==> src/core/vrc_pkg.sv <==
package vrc_pkg;
    // register byte offsets on the bus
    localparam logic [11:0] LADDER_CTRL_OFS = 12'h000;
    localparam logic [11:0] BANDGAP_CTRL_OFS = 12'h004;
    localparam logic [11:0] IRQ_STATUS_OFS = 12'h008;
    localparam logic [11:0] IRQ_MASK_OFS = 12'h00C;
    // ladder control fields
    localparam int LAD_CMP1_BIT = 7;
    localparam int LAD_CMP2_BIT = 6;
    localparam int LAD_RANGE_BIT = 5;
    localparam logic [7:0] LAD_WRITE_MASK = 8'hEF;
    localparam logic [7:0] LAD_RESET = 8'h00;
    // bandgap control fields
    localparam int BG_SETTLED_BIT = 5;
    localparam int BG_BYPASS_BIT = 4;
    localparam int BG_EN_BIT = 3;
    localparam int BG_FIXED_OE_BIT = 2;
    localparam int BG_LADDER_OE_BIT = 1;
    localparam logic [7:0] BG_WRITE_MASK = 8'h1E;
    localparam logic [7:0] BG_RESET = 8'h00;
    // interrupt status fields: settle rise, settle fall
    localparam int IRQ_SETTLE_BIT = 0;
    localparam int IRQ_UNSETTLE_BIT = 1;
    localparam logic [1:0] IRQ_RESET = 2'h0;
    // pin source encoding
    typedef enum logic [1:0] {
        VRC_PIN_NONE = 2'b00,
        VRC_PIN_FIXED = 2'b01,
        VRC_PIN_LADDER = 2'b10
    } vrc_pin_src_t;
endpackage

==> src/core/vrc_top.sv <==
// Overview of operation
// - cmp1 route enable 1 powers ladder to cmp1 input; 0 gives bandgap reference
// - cmp2 route enable 1 powers ladder to cmp2 input; 0 gives bandgap reference
// - range select bit: 1 selects low range, 0 selects high range
// - low range: tap code 0..15 gives code times supply over 24
// - high range: quarter supply plus code times supply over 32
// - ladder powered down when both routes and ladder pin output are off
// - ladder off, code zero, low range: ladder output pulled to ground
// - bandgap settled flag is read only and mirrors reference stability
// - bypass bit 1 sends pin unbuffered and powers buffer down
// - bandgap enable bit turns fixed reference on, off draws no current
// - ladder pin output off: fixed output enable chooses pin or internal
// - ladder pin output on: ladder drives pin, fixed enable ignored
// - high-voltage variant holds bandgap enable at one always
// - every reset clears implemented bits; unimplemented bits read zero
//
// Decided for this implementation: the APB interface to the registers and the address map.
`timescale 1ns/10ps
`default_nettype none
module vrc_top #(
    parameter bit HV_VARIANT = 1'b0
) (
    input wire logic CLK,
    input wire logic RST,
    input wire logic PSEL,
    input wire logic PENABLE,
    input wire logic PWRITE,
    input wire logic [11:0] PADDR,
    input wire logic [31:0] PWDATA,
    input wire logic [3:0] PSTRB,
    output logic [31:0] PRDATA,
    output logic PREADY,
    output logic PSLVERR,
    input wire logic BANDGAP_STABLE,
    output logic LADDER_POWER_EN,
    output logic LADDER_RANGE_LOW,
    output logic [3:0] LADDER_TAP_CODE,
    output logic LADDER_GROUND,
    output logic CMP1_REF_SEL_LADDER,
    output logic CMP2_REF_SEL_LADDER,
    output logic BANDGAP_REF_EN,
    output logic REF_BUFFER_POWER_EN,
    output logic REF_BUFFER_BYPASS,
    output logic [1:0] REF_PIN_SRC,
    output logic IRQ
);
    logic [7:0] ladder_reg;
    logic [7:0] bandgap_reg;
    logic [1:0] irq_status_reg;
    logic [1:0] irq_mask_reg;
    logic settled_reg;
    logic settled_prev_reg;
    logic [31:0] rdata_next;
    logic wr_en;
    logic addr_ok;
    logic bg_en_eff;
    logic ladder_on;
    logic [1:0] irq_set;

    // decode of the mapped word addresses
    function automatic logic addr_mapped(input logic [11:0] a);
        addr_mapped = (a == vrc_pkg::LADDER_CTRL_OFS) || (a == vrc_pkg::BANDGAP_CTRL_OFS)
            || (a == vrc_pkg::IRQ_STATUS_OFS) || (a == vrc_pkg::IRQ_MASK_OFS);
    endfunction

    // zero wait state slave, error on unmapped address
    assign addr_ok = addr_mapped(PADDR);
    assign PREADY = 1'b1;
    assign PSLVERR = PSEL && PENABLE && !addr_ok;
    assign wr_en = PSEL && PENABLE && PWRITE && addr_ok && PSTRB[0];

    // ladder control register
    always_ff @(posedge CLK or posedge RST) begin
        if (RST) begin
            ladder_reg <= vrc_pkg::LAD_RESET;
        end else if (wr_en && PADDR == vrc_pkg::LADDER_CTRL_OFS) begin
            ladder_reg <= PWDATA[7:0] & vrc_pkg::LAD_WRITE_MASK;
        end
    end

    // bandgap control register, settled bit never stored from software
    always_ff @(posedge CLK or posedge RST) begin
        if (RST) begin
            bandgap_reg <= vrc_pkg::BG_RESET;
        end else if (wr_en && PADDR == vrc_pkg::BANDGAP_CTRL_OFS) begin
            bandgap_reg <= PWDATA[7:0] & vrc_pkg::BG_WRITE_MASK;
        end
    end

    // settled flag sampling and edge tracking
    always_ff @(posedge CLK or posedge RST) begin
        if (RST) begin
            settled_reg <= 1'b0;
            settled_prev_reg <= 1'b0;
        end else begin
            settled_reg <= BANDGAP_STABLE && bg_en_eff;
            settled_prev_reg <= settled_reg;
        end
    end

    assign irq_set[vrc_pkg::IRQ_SETTLE_BIT] = settled_reg && !settled_prev_reg;
    assign irq_set[vrc_pkg::IRQ_UNSETTLE_BIT] = !settled_reg && settled_prev_reg;

    // sticky status, write one clears, set wins
    always_ff @(posedge CLK or posedge RST) begin
        if (RST) begin
            irq_status_reg <= vrc_pkg::IRQ_RESET;
        end else if (wr_en && PADDR == vrc_pkg::IRQ_STATUS_OFS) begin
            irq_status_reg <= (irq_status_reg & ~PWDATA[1:0]) | irq_set;
        end else begin
            irq_status_reg <= irq_status_reg | irq_set;
        end
    end

    // interrupt mask
    always_ff @(posedge CLK or posedge RST) begin
        if (RST) begin
            irq_mask_reg <= vrc_pkg::IRQ_RESET;
        end else if (wr_en && PADDR == vrc_pkg::IRQ_MASK_OFS) begin
            irq_mask_reg <= PWDATA[1:0];
        end
    end

    assign IRQ = |(irq_status_reg & irq_mask_reg);

    // read mux, unimplemented bits zero
    always_comb begin
        rdata_next = 32'h00000000;
        case (PADDR)
            vrc_pkg::LADDER_CTRL_OFS: rdata_next[7:0] = ladder_reg;
            vrc_pkg::BANDGAP_CTRL_OFS: begin
                rdata_next[7:0] = bandgap_reg;
                rdata_next[vrc_pkg::BG_EN_BIT] = bg_en_eff;
                rdata_next[vrc_pkg::BG_SETTLED_BIT] = settled_reg;
            end
            vrc_pkg::IRQ_STATUS_OFS: rdata_next[1:0] = irq_status_reg;
            vrc_pkg::IRQ_MASK_OFS: rdata_next[1:0] = irq_mask_reg;
            default: rdata_next = 32'h00000000;
        endcase
    end

    // read data register, loaded in the setup cycle
    always_ff @(posedge CLK or posedge RST) begin
        if (RST) begin
            PRDATA <= 32'h00000000;
        end else if (PSEL && !PENABLE && !PWRITE) begin
            PRDATA <= rdata_next;
        end
    end

    // ladder control outputs
    assign ladder_on = ladder_reg[vrc_pkg::LAD_CMP1_BIT] || ladder_reg[vrc_pkg::LAD_CMP2_BIT]
        || bandgap_reg[vrc_pkg::BG_LADDER_OE_BIT];
    assign LADDER_POWER_EN = ladder_on;
    assign CMP1_REF_SEL_LADDER = ladder_reg[vrc_pkg::LAD_CMP1_BIT];
    assign CMP2_REF_SEL_LADDER = ladder_reg[vrc_pkg::LAD_CMP2_BIT];
    assign LADDER_RANGE_LOW = ladder_reg[vrc_pkg::LAD_RANGE_BIT];
    assign LADDER_TAP_CODE = ladder_reg[3:0];
    assign LADDER_GROUND = !ladder_on && ladder_reg[3:0] == 4'h0
        && ladder_reg[vrc_pkg::LAD_RANGE_BIT];

    // bandgap and buffer outputs
    assign bg_en_eff = HV_VARIANT || bandgap_reg[vrc_pkg::BG_EN_BIT];
    assign BANDGAP_REF_EN = bg_en_eff;
    assign REF_BUFFER_BYPASS = bandgap_reg[vrc_pkg::BG_BYPASS_BIT];
    assign REF_BUFFER_POWER_EN = !bandgap_reg[vrc_pkg::BG_BYPASS_BIT]
        && (REF_PIN_SRC != vrc_pkg::VRC_PIN_NONE);

    // pin source priority: ladder over fixed
    always_comb begin
        if (bandgap_reg[vrc_pkg::BG_LADDER_OE_BIT]) begin
            REF_PIN_SRC = vrc_pkg::VRC_PIN_LADDER;
        end else if (bandgap_reg[vrc_pkg::BG_FIXED_OE_BIT]) begin
            REF_PIN_SRC = vrc_pkg::VRC_PIN_FIXED;
        end else begin
            REF_PIN_SRC = vrc_pkg::VRC_PIN_NONE;
        end
    end

    // checks
    a_ladder_power_down: assert property (@(posedge CLK) disable iff (RST)
        (!CMP1_REF_SEL_LADDER && !CMP2_REF_SEL_LADDER && REF_PIN_SRC != vrc_pkg::VRC_PIN_LADDER)
        |-> !LADDER_POWER_EN) else $error("ladder powered while unused");
    a_cmp1_route: assert property (@(posedge CLK) disable iff (RST)
        CMP1_REF_SEL_LADDER |-> LADDER_POWER_EN) else $error("cmp1 route without ladder");
    a_cmp2_route: assert property (@(posedge CLK) disable iff (RST)
        CMP2_REF_SEL_LADDER |-> LADDER_POWER_EN) else $error("cmp2 route without ladder");
    a_ground_mode: assert property (@(posedge CLK) disable iff (RST)
        LADDER_GROUND |-> (LADDER_RANGE_LOW && LADDER_TAP_CODE == 4'h0 && !LADDER_POWER_EN))
        else $error("ground mode in wrong state");
    a_pin_priority: assert property (@(posedge CLK) disable iff (RST)
        bandgap_reg[vrc_pkg::BG_LADDER_OE_BIT] |-> REF_PIN_SRC == vrc_pkg::VRC_PIN_LADDER)
        else $error("ladder pin output not honoured");
    a_fixed_pin: assert property (@(posedge CLK) disable iff (RST)
        (!bandgap_reg[vrc_pkg::BG_LADDER_OE_BIT] && bandgap_reg[vrc_pkg::BG_FIXED_OE_BIT])
        |-> REF_PIN_SRC == vrc_pkg::VRC_PIN_FIXED) else $error("fixed pin output missing");
    a_buffer_bypass: assert property (@(posedge CLK) disable iff (RST)
        REF_BUFFER_BYPASS |-> !REF_BUFFER_POWER_EN) else $error("buffer powered in bypass");
    a_settled_ro: assert property (@(posedge CLK) disable iff (RST)
        (wr_en && PADDR == vrc_pkg::BANDGAP_CTRL_OFS) |=> !bandgap_reg[vrc_pkg::BG_SETTLED_BIT])
        else $error("settled flag stored from write");
    a_hv_enable: assert property (@(posedge CLK) disable iff (RST)
        HV_VARIANT |-> BANDGAP_REF_EN) else $error("hv variant bandgap off");
    a_write_effect: assert property (@(posedge CLK) disable iff (RST)
        (wr_en && PADDR == vrc_pkg::LADDER_CTRL_OFS) |=> ladder_reg == ($past(PWDATA[7:0]) & 8'hEF))
        else $error("ladder write not applied");
    a_unimpl_zero: assert property (@(posedge CLK) disable iff (RST)
        !ladder_reg[4] && bandgap_reg[7:6] == 2'b00 && !bandgap_reg[0])
        else $error("unimplemented bit set");
    c_ladder_pin: cover property (@(posedge CLK) disable iff (RST)
        REF_PIN_SRC == vrc_pkg::VRC_PIN_LADDER);
    c_ground: cover property (@(posedge CLK) disable iff (RST) LADDER_GROUND);
    c_settle_irq: cover property (@(posedge CLK) disable iff (RST) IRQ);
    c_bypass_fixed: cover property (@(posedge CLK) disable iff (RST)
        REF_BUFFER_BYPASS && REF_PIN_SRC == vrc_pkg::VRC_PIN_FIXED);
    c_both_routes: cover property (@(posedge CLK) disable iff (RST)
        CMP1_REF_SEL_LADDER && CMP2_REF_SEL_LADDER);

    // cmp1 route output mirrors its enable
    a_cmp1_follow: assert property (@(posedge CLK) disable iff (RST)
        CMP1_REF_SEL_LADDER == ladder_reg[vrc_pkg::LAD_CMP1_BIT])
        else $error("cmp1 route not following enable");

    // cmp1 falls back to bandgap when route off
    a_cmp1_bandgap: assert property (@(posedge CLK) disable iff (RST)
        !ladder_reg[vrc_pkg::LAD_CMP1_BIT] |-> !CMP1_REF_SEL_LADDER)
        else $error("cmp1 not on bandgap");

    // cmp2 route output mirrors its enable
    a_cmp2_follow: assert property (@(posedge CLK) disable iff (RST)
        CMP2_REF_SEL_LADDER == ladder_reg[vrc_pkg::LAD_CMP2_BIT])
        else $error("cmp2 route not following enable");

    // cmp2 falls back to bandgap when route off
    a_cmp2_bandgap: assert property (@(posedge CLK) disable iff (RST)
        !ladder_reg[vrc_pkg::LAD_CMP2_BIT] |-> !CMP2_REF_SEL_LADDER)
        else $error("cmp2 not on bandgap");

    // range output mirrors the range bit
    a_range_follow: assert property (@(posedge CLK) disable iff (RST)
        LADDER_RANGE_LOW == ladder_reg[vrc_pkg::LAD_RANGE_BIT])
        else $error("range select not following bit");

    // range only moves on a ladder write
    a_range_hold: assert property (@(posedge CLK) disable iff (RST)
        !(wr_en && PADDR == vrc_pkg::LADDER_CTRL_OFS) |=> $stable(LADDER_RANGE_LOW))
        else $error("range moved without write");

    // tap code presented unchanged to the ladder
    a_tap_follow: assert property (@(posedge CLK) disable iff (RST)
        LADDER_TAP_CODE == ladder_reg[3:0])
        else $error("tap code not presented");

    // tap code only moves on a ladder write
    a_tap_hold: assert property (@(posedge CLK) disable iff (RST)
        !(wr_en && PADDR == vrc_pkg::LADDER_CTRL_OFS) |=> $stable(LADDER_TAP_CODE))
        else $error("tap code moved without write");

    // ladder powered whenever any user needs it
    a_ladder_power_on: assert property (@(posedge CLK) disable iff (RST)
        (CMP1_REF_SEL_LADDER || CMP2_REF_SEL_LADDER || REF_PIN_SRC == vrc_pkg::VRC_PIN_LADDER)
        |-> LADDER_POWER_EN) else $error("ladder unpowered while used");

    // ladder power is exactly the or of its users
    a_power_exact: assert property (@(posedge CLK) disable iff (RST)
        LADDER_POWER_EN == (ladder_reg[7] || ladder_reg[6] || bandgap_reg[1]))
        else $error("ladder power not the or of users");

    // ground mode entered when all conditions hold
    a_ground_entry: assert property (@(posedge CLK) disable iff (RST)
        (!LADDER_POWER_EN && LADDER_TAP_CODE == 4'h0 && LADDER_RANGE_LOW) |-> LADDER_GROUND)
        else $error("ground mode not entered");

    // no ground mode in the high range
    a_ground_high: assert property (@(posedge CLK) disable iff (RST)
        !LADDER_RANGE_LOW |-> !LADDER_GROUND)
        else $error("ground mode in high range");

    // no ground mode with a nonzero tap
    a_ground_tap: assert property (@(posedge CLK) disable iff (RST)
        LADDER_TAP_CODE != 4'h0 |-> !LADDER_GROUND)
        else $error("ground mode with nonzero tap");

    // settled flag rises one cycle after a stable enabled reference
    a_settled_set: assert property (@(posedge CLK) disable iff (RST)
        (BANDGAP_STABLE && bg_en_eff) |=> settled_reg)
        else $error("settled flag missed");

    // settled flag clears when reference unstable or off
    a_settled_clr: assert property (@(posedge CLK) disable iff (RST)
        !(BANDGAP_STABLE && bg_en_eff) |=> !settled_reg)
        else $error("settled flag stuck");

    // settled flag is what a bandgap read returns
    a_settled_read: assert property (@(posedge CLK) disable iff (RST)
        (PSEL && !PENABLE && !PWRITE && PADDR == vrc_pkg::BANDGAP_CTRL_OFS)
        |=> PRDATA[vrc_pkg::BG_SETTLED_BIT] == $past(settled_reg)) else $error("settled read wrong");

    // unused bandgap bits read zero
    a_bg_unused_read: assert property (@(posedge CLK) disable iff (RST)
        (PSEL && !PENABLE && !PWRITE && PADDR == vrc_pkg::BANDGAP_CTRL_OFS)
        |=> PRDATA[7:6] == 2'b00 && !PRDATA[0]) else $error("bandgap unused bits read set");

    // unused ladder bit reads zero
    a_lad_unused_read: assert property (@(posedge CLK) disable iff (RST)
        (PSEL && !PENABLE && !PWRITE && PADDR == vrc_pkg::LADDER_CTRL_OFS)
        |=> !PRDATA[4]) else $error("ladder unused bit read set");

    // upper read data always zero
    a_upper_zero: assert property (@(posedge CLK) disable iff (RST)
        PRDATA[31:8] == 24'h000000)
        else $error("upper read data set");

    // bypass output mirrors its bit
    a_bypass_follow: assert property (@(posedge CLK) disable iff (RST)
        REF_BUFFER_BYPASS == bandgap_reg[vrc_pkg::BG_BYPASS_BIT])
        else $error("bypass not following bit");

    // buffer powered when buffered output is driven
    a_buffer_on: assert property (@(posedge CLK) disable iff (RST)
        (!REF_BUFFER_BYPASS && REF_PIN_SRC != vrc_pkg::VRC_PIN_NONE) |-> REF_BUFFER_POWER_EN)
        else $error("buffer unpowered while buffering");

    // enable bit turns the bandgap on
    a_bg_enable_on: assert property (@(posedge CLK) disable iff (RST)
        bandgap_reg[vrc_pkg::BG_EN_BIT] |-> BANDGAP_REF_EN)
        else $error("bandgap not enabled");

    // bandgap off when not enabled on the normal variant
    a_bg_enable_off: assert property (@(posedge CLK) disable iff (RST)
        (!HV_VARIANT && !bandgap_reg[vrc_pkg::BG_EN_BIT]) |-> !BANDGAP_REF_EN)
        else $error("bandgap on while disabled");

    // fixed output enable ignored under ladder output
    a_fixed_ignored: assert property (@(posedge CLK) disable iff (RST)
        bandgap_reg[vrc_pkg::BG_LADDER_OE_BIT] |-> REF_PIN_SRC != vrc_pkg::VRC_PIN_FIXED)
        else $error("fixed output not ignored");

    // both output enables off keeps reference internal
    a_pin_internal: assert property (@(posedge CLK) disable iff (RST)
        (!bandgap_reg[1] && !bandgap_reg[2]) |-> REF_PIN_SRC == vrc_pkg::VRC_PIN_NONE)
        else $error("pin driven while internal");

    // pin source code always legal
    a_pin_legal: assert property (@(posedge CLK) disable iff (RST)
        REF_PIN_SRC != 2'b11)
        else $error("illegal pin source");

    // high-voltage variant reads enable as one
    a_hv_read: assert property (@(posedge CLK) disable iff (RST)
        (HV_VARIANT && PSEL && !PENABLE && !PWRITE && PADDR == vrc_pkg::BANDGAP_CTRL_OFS)
        |=> PRDATA[vrc_pkg::BG_EN_BIT]) else $error("hv enable reads zero");

    // bandgap write lands masked at the access edge
    a_bg_write: assert property (@(posedge CLK) disable iff (RST)
        (wr_en && PADDR == vrc_pkg::BANDGAP_CTRL_OFS)
        |=> bandgap_reg == ($past(PWDATA[7:0]) & 8'h1E)) else $error("bandgap write not applied");

    // ladder holds without a ladder write
    a_ladder_hold: assert property (@(posedge CLK) disable iff (RST)
        !(wr_en && PADDR == vrc_pkg::LADDER_CTRL_OFS) |=> $stable(ladder_reg))
        else $error("ladder changed without write");

    // disabled strobe leaves control registers alone
    a_strobe_off: assert property (@(posedge CLK) disable iff (RST)
        (PSEL && PENABLE && PWRITE && !PSTRB[0]) |=> $stable(ladder_reg) && $stable(bandgap_reg))
        else $error("write with strobe off applied");

    // unmapped write leaves control registers alone
    a_unmapped_write: assert property (@(posedge CLK) disable iff (RST)
        (PSEL && PENABLE && PWRITE && !addr_ok) |=> $stable(ladder_reg) && $stable(bandgap_reg))
        else $error("unmapped write applied");

    // mapped access never flags an error
    a_no_err: assert property (@(posedge CLK) disable iff (RST)
        (PSEL && PENABLE && addr_ok) |-> !PSLVERR)
        else $error("error on mapped access");

    // settle events are sticky even against a clear
    a_settle_sticky: assert property (@(posedge CLK) disable iff (RST)
        irq_set[vrc_pkg::IRQ_SETTLE_BIT] |=> irq_status_reg[vrc_pkg::IRQ_SETTLE_BIT])
        else $error("settle event lost");

    // unsettle events are sticky even against a clear
    a_unsettle_sticky: assert property (@(posedge CLK) disable iff (RST)
        irq_set[vrc_pkg::IRQ_UNSETTLE_BIT] |=> irq_status_reg[vrc_pkg::IRQ_UNSETTLE_BIT])
        else $error("unsettle event lost");

    // unmasked event raises the interrupt next cycle
    a_irq_raise: assert property (@(posedge CLK) disable iff (RST)
        (|(irq_set & irq_mask_reg) && !(wr_en && PADDR == vrc_pkg::IRQ_MASK_OFS)) |=> IRQ)
        else $error("interrupt not raised");
endmodule
`default_nettype wire

==> config.mk <==
export PLATFORM = sky130hd
export DESIGN_NAME = vrc_top
export DESIGN_NICKNAME = d
export VERILOG_FILES = /design/src/core/vrc_pkg.sv /design/src/core/vrc_top.sv
export SDC_FILE = /design/constraint.sdc
export NUM_CORES = 1
export LEC_CHECK = 0
export BUFFER_PORTS_ARGS = -buffer_cell sky130_fd_sc_hd__buf_2
export CAP_MARGIN = 20
export CORE_ASPECT_RATIO = 1.25
export CORE_MARGIN = 2
export CORE_UTILIZATION = 44
export CTS_CLUSTER_DIAMETER = 80
export CTS_CLUSTER_SIZE = 24
export DETAILED_ROUTE_END_ITERATION = 16
export PLACE_DENSITY = 0.86
export SYNTH_ARGS = -nofsm -noshare
export SYNTH_HDL_FRONTEND = slang
export SYNTH_SLANG_ARGS = --single-unit
==> constraint.sdc <==
create_clock -name CLK -period 4.9 [get_ports CLK]
set_input_delay 1.47 -clock CLK [delete_from_list [all_inputs] [get_ports CLK]]
set_output_delay 1.47 -clock CLK [all_outputs]
set_load 0.02 [all_outputs]
Yosys cells after proc, flatten, opt, wreduce, memory -nomap -nowiden --
Index checks and enable logic that the tools add are counted.
Operators by class: bitwise operators 5, reduce and logical (&&, ||, !) cells 33, multiplexer cells 5, eq/ne operators 3
Operators with widths (count):
- $eq A12 B4 Y1 const B | 2
- $logic_and A1 B1 Y1 | 17
- $eq A12 B3 Y1 const B | 1
- $logic_not A12 Y1 | 1
- $pmux W6 S2 | 1
- $pmux W2 S4 | 1
- $logic_not A1 Y1 | 7
- $logic_or A1 B1 Y1 | 5
- $and A2 B2 Y2 | 2
- $logic_not A4 Y1 | 1
- $mux W2 | 2
- $or A2 B2 Y2 | 2
- $not A2 Y2 | 1
- $reduce_bool A2 Y1 | 1
- $reduce_or A2 Y1 | 1
- $mux W1 | 1
Word-level totals: word-level logic and storage cells 53, register bits 25, output and inout bits 49, bits of input ports 54

Logic depth before layout (Yosys ltp) --
depth after elaboration 8, depth in mapped cells 5, mapped depth without buffers 3

Least setup slack after synthesis --
OpenSTA, ideal clock, no wires.
path kind input-to-output, start point input PADDR[1], end point output PSLVERR, cell stages on the path 2, arrival time 2.304 ns, path buffers 0, path slack 1.126 ns, data required time 3.430 ns, cell sequence nor4_1 > a31oi_1
On the way: word-level cells in the longest chain between the ends 6, elaborated cells between the ends (all ways) 9, classes of those cells eq/ne (3); reduce/logical (6)
RTL lines:
- from (decl) | RTL line vrc_top.sv:28 | input wire logic [11:0] PADDR,
- $eq A12 B3 Y1 or $logic_not A12 Y1 (tied branches) | RTL line vrc_top.sv:62 | addr_mapped = (a == vrc_pkg::LADDER_CTRL_OFS) || (a == vrc_pkg::BANDGAP_CTRL_OFS)
- $logic_or A1 B1 Y1 | RTL line vrc_top.sv:62
- $logic_or A1 B1 Y1 | RTL line vrc_top.sv:63 | || (a == vrc_pkg::IRQ_STATUS_OFS) || (a == vrc_pkg::IRQ_MASK_OFS);
- $logic_or A1 B1 Y1 * | RTL line vrc_top.sv:63
- $logic_not A1 Y1 * | RTL line vrc_top.sv:69 | assign PSLVERR = PSEL && PENABLE && !addr_ok;
- $logic_and A1 B1 Y1 * | RTL line vrc_top.sv:69
- to (decl) | RTL line vrc_top.sv:33 | output logic PSLVERR,
Every way passes the cells marked *; elsewhere a longest branch is shown, timed or not.

Worst setup path after layout --
Same ends and word-level chain as after synthesis.

==> out/qor.csv <==
stage;metric;value;unit
pwr;total power;0.3709;mW
floorplan;Chip Width;55.11;microns
drt;Vias/cell;5.046;
drt;total wire length;2849;microns
setup_path;WS Path Type;input pin to output pin;
layout;fin nets;237;
grt;first-pass GRT wire length;4388;microns
cts;CTS-repair resized insts;0;
yosys;EDFF count, synth;0;
yosys;post-synthesis register bit count;25;
timing;clk_skew;0.006471;ns
timing;RSZ-0062 raised after global routing;no;
floorplan;Row Count;23;
timing;setup TNS;0;ns
layout;Core Util, Final;0.5237;
timing;fin crit period;4.053;ns
yosys;leading area contributor after synthesis;dfrtp_1;
yosys;asr flop ratio synth;1.000;
grt;met3 usage;0.01965;
yosys;Synth Flop Type;dfrtp_1;
timing;fin crit share;0.8272;
floorplan;area of the die;0.003741;sq mm
setup_path;slowest cell on the critical path;nor4_1;
layout;Layout Cells excl Fill;219;
setup_path;Critical Path RT;3.43;ns
pwr;Pwr per Cell Area;223.8;mW/mm^2
grt;GRT overflow;0;
timing;f_max;246.7;MHz
timing;Rel. slew slack;0.3881;
timing;Slew @ Worst Pin;0.9168;ns
layout;ant diodes;0;
cts;Root Buffer;clkbuf_8;
floorplan;chip height;67.88;microns
timing;Final setup viols;0;
setup_path;crit end category;output pin;
floorplan;Initial Util;0.4538;
pwr;maximum vdd ir drop;0.1774;mV
grt;vias in the first global route;970;
grt;gr busiest metal;met2;
run_status;status;finished clean;
setup_path;max incr delay on CP;0.66;ns
drt;remaining antenna violation count;0;
grt;GRT met1 Usage;0.2063;
yosys;top cell type's share of synthesized area;0.4355;
flow_run;# Max-Cap Violations;0;
timing;Min Hold Slack;0.4254;ns
drt;1st-iter DRT viols;15;
worst_hold_path;HP Class;register to register;
grt;met2 Usage GRT;0.2768;
layout;share of cells above drive strength 1;0.4231;
layout;max reg flops;8;
grt;largest net degree at the start of global routing;26;
yosys;synthesized area per cell;10.72;sq um
cts;htree depth;1;
yosys;synth cell count leaders;26 x buf_4, 25 x dfrtp_1, 14 x mux2_2;
placement;Final HPWL DP;2357;microns
placement;GPL Wtd Cong;0.7784;
setup_path;crit path DAT;2.58;ns
setup_path;Worst Setup Start Kind;input pin;
grt;initial antenna violation count;0;
setup_path;worst path cell trace;buf_2, nor4_1, a31oi_1, buf_2;
timing;Fin. Hold Viols;0;
cts;number of setup buffers added after CTS;0;
floorplan;# IOs;103;
floorplan;core area;0.003166;sq mm
cts;clock latency on the worst-skew pair;0.26;ns
yosys;distinct cell type count after synthesis;34;
drt;drt drc;0;
cts;clk slew on worst S/H paths;0.08;ns
drt;Vias;1105;
yosys;Mapped Cells;134;
cts;Num CTS Buffers;3;
yosys;Seq/Total Area, Yosys;0.4355;
placement;Placed Instances;215;
cts;clk buf depth;2;
pwr;leakage;0.8972;nW
yosys;YS warnings;0;
cts;CTS Hold Bufs;0;
layout;Area Growth Syn to Fin;15.42;%
yosys;mapped cell area;0.001436;sq mm
cts;TritonCTS clock tree;yes;
timing;Max Slew Vio Count;0;
drt;routed wire length per instance;13.01;microns
grt;GR Util All Layers;0.1630;
placement;IO Port Bufs;50;
setup_path;Worst Path Max Fanout;5;
yosys;most common cell in the synthesized netlist;buf_4;
cts;CTS Sinks;25;
setup_path;most used cell, CP;buf_2;
drt;drt pass-1 iters;4;
yosys;largest cells by area after synthesis;dfrtp_1 44%, buf_4 14%, mux2_2 11%;
-- cell families (layout without fill, tap and decap cells) --
group           count (synthesis)  count (layout)  synth area share
mux                            18              18            0.1463
simple gates                   41              41            0.1890
flops                          25              25            0.4355
buf+inv                        33              58            0.1542
other cells                     2              25          0.005228
compound gates                 15              15           0.06970
-- worst max-delay path: cells and delay by family --
kind	cells	cell delay, ns
and+or+nand+nor	1	0.66
buffers and inverters	2	0.30
AOI/OAI and AO/OA	1	0.15
-- metal layers --
metal	wire length, microns	up-vias
li1	-	527
met5	0	-
met3	160	4
met1	1166	531
met4	42	0
met2	1480	43
-- final cells by class --
| cell class | instances | area, sq um |
|---|---|---|
| clock buffer | 4 | 45.04 |
| timing repair buffer | 50 | 250.2 |
| tap | 37 | 46.29 |
| multi-input combinational | 99 | 675.6 |
| inverter | 4 | 15.01 |
| fill | 300 | 1508 |
| sequential | 25 | 625.6 |
-- power breakdown --
group | total [mW] | leakage, nW | internal, mW | switching, mW
logic | 0.0469 | 0.535 | 0.0128 | 0.0341
clock network | 0.118 | 0.0228 | 0.0579 | 0.0598
registers | 0.206 | 0.339 | 0.206 | 0.0000825
-- path summary, 6_finish.rpt --
check	to	cells past startpoint	slack, ns	from
max	PSLVERR	4	0.85	PADDR[1]
min	settled_prev_reg	0	0.43	settled_reg
max reg2reg	PRDATA[1]	3	3.75	bandgap_reg[1]
min reg2reg	settled_prev_reg	0	0.43	settled_reg
max in group asynchronous	irq_mask_reg[1]	2	2.93	RST
min in group asynchronous	ladder_reg[7]	2	1.39	RST
-- cell usage in the layout (no fill, tap or decap), types with 2 or more instances in the layout --
cell / count
inv_1: 4
nor2_1: 4
clkbuf_8: 3
buf_2: 50
nand4_1: 3
nand2b_1: 2
o31ai_1: 4
dfrtp_1: 25
nor4_1: 2
mux2i_1: 3
mux2_2: 14
or3b_2: 4
conb_1: 25
nand2_1: 10
o21ai_0: 6
o41ai_1: 2
nand4b_1: 2
nand3_1: 2
-- through the flow --
step / instance area (sq um) / setup slack, ns
finish: 1658 / 0.8469
global route: 1658 / 0.7036
CTS: 1658 / 0.8375
detailed placement: 1613 / 0.8378
global placement: 1613 / 0.8731
floorplan: 1523 / 1.126
No activity file was read; power rests on OpenSTA's default activity.
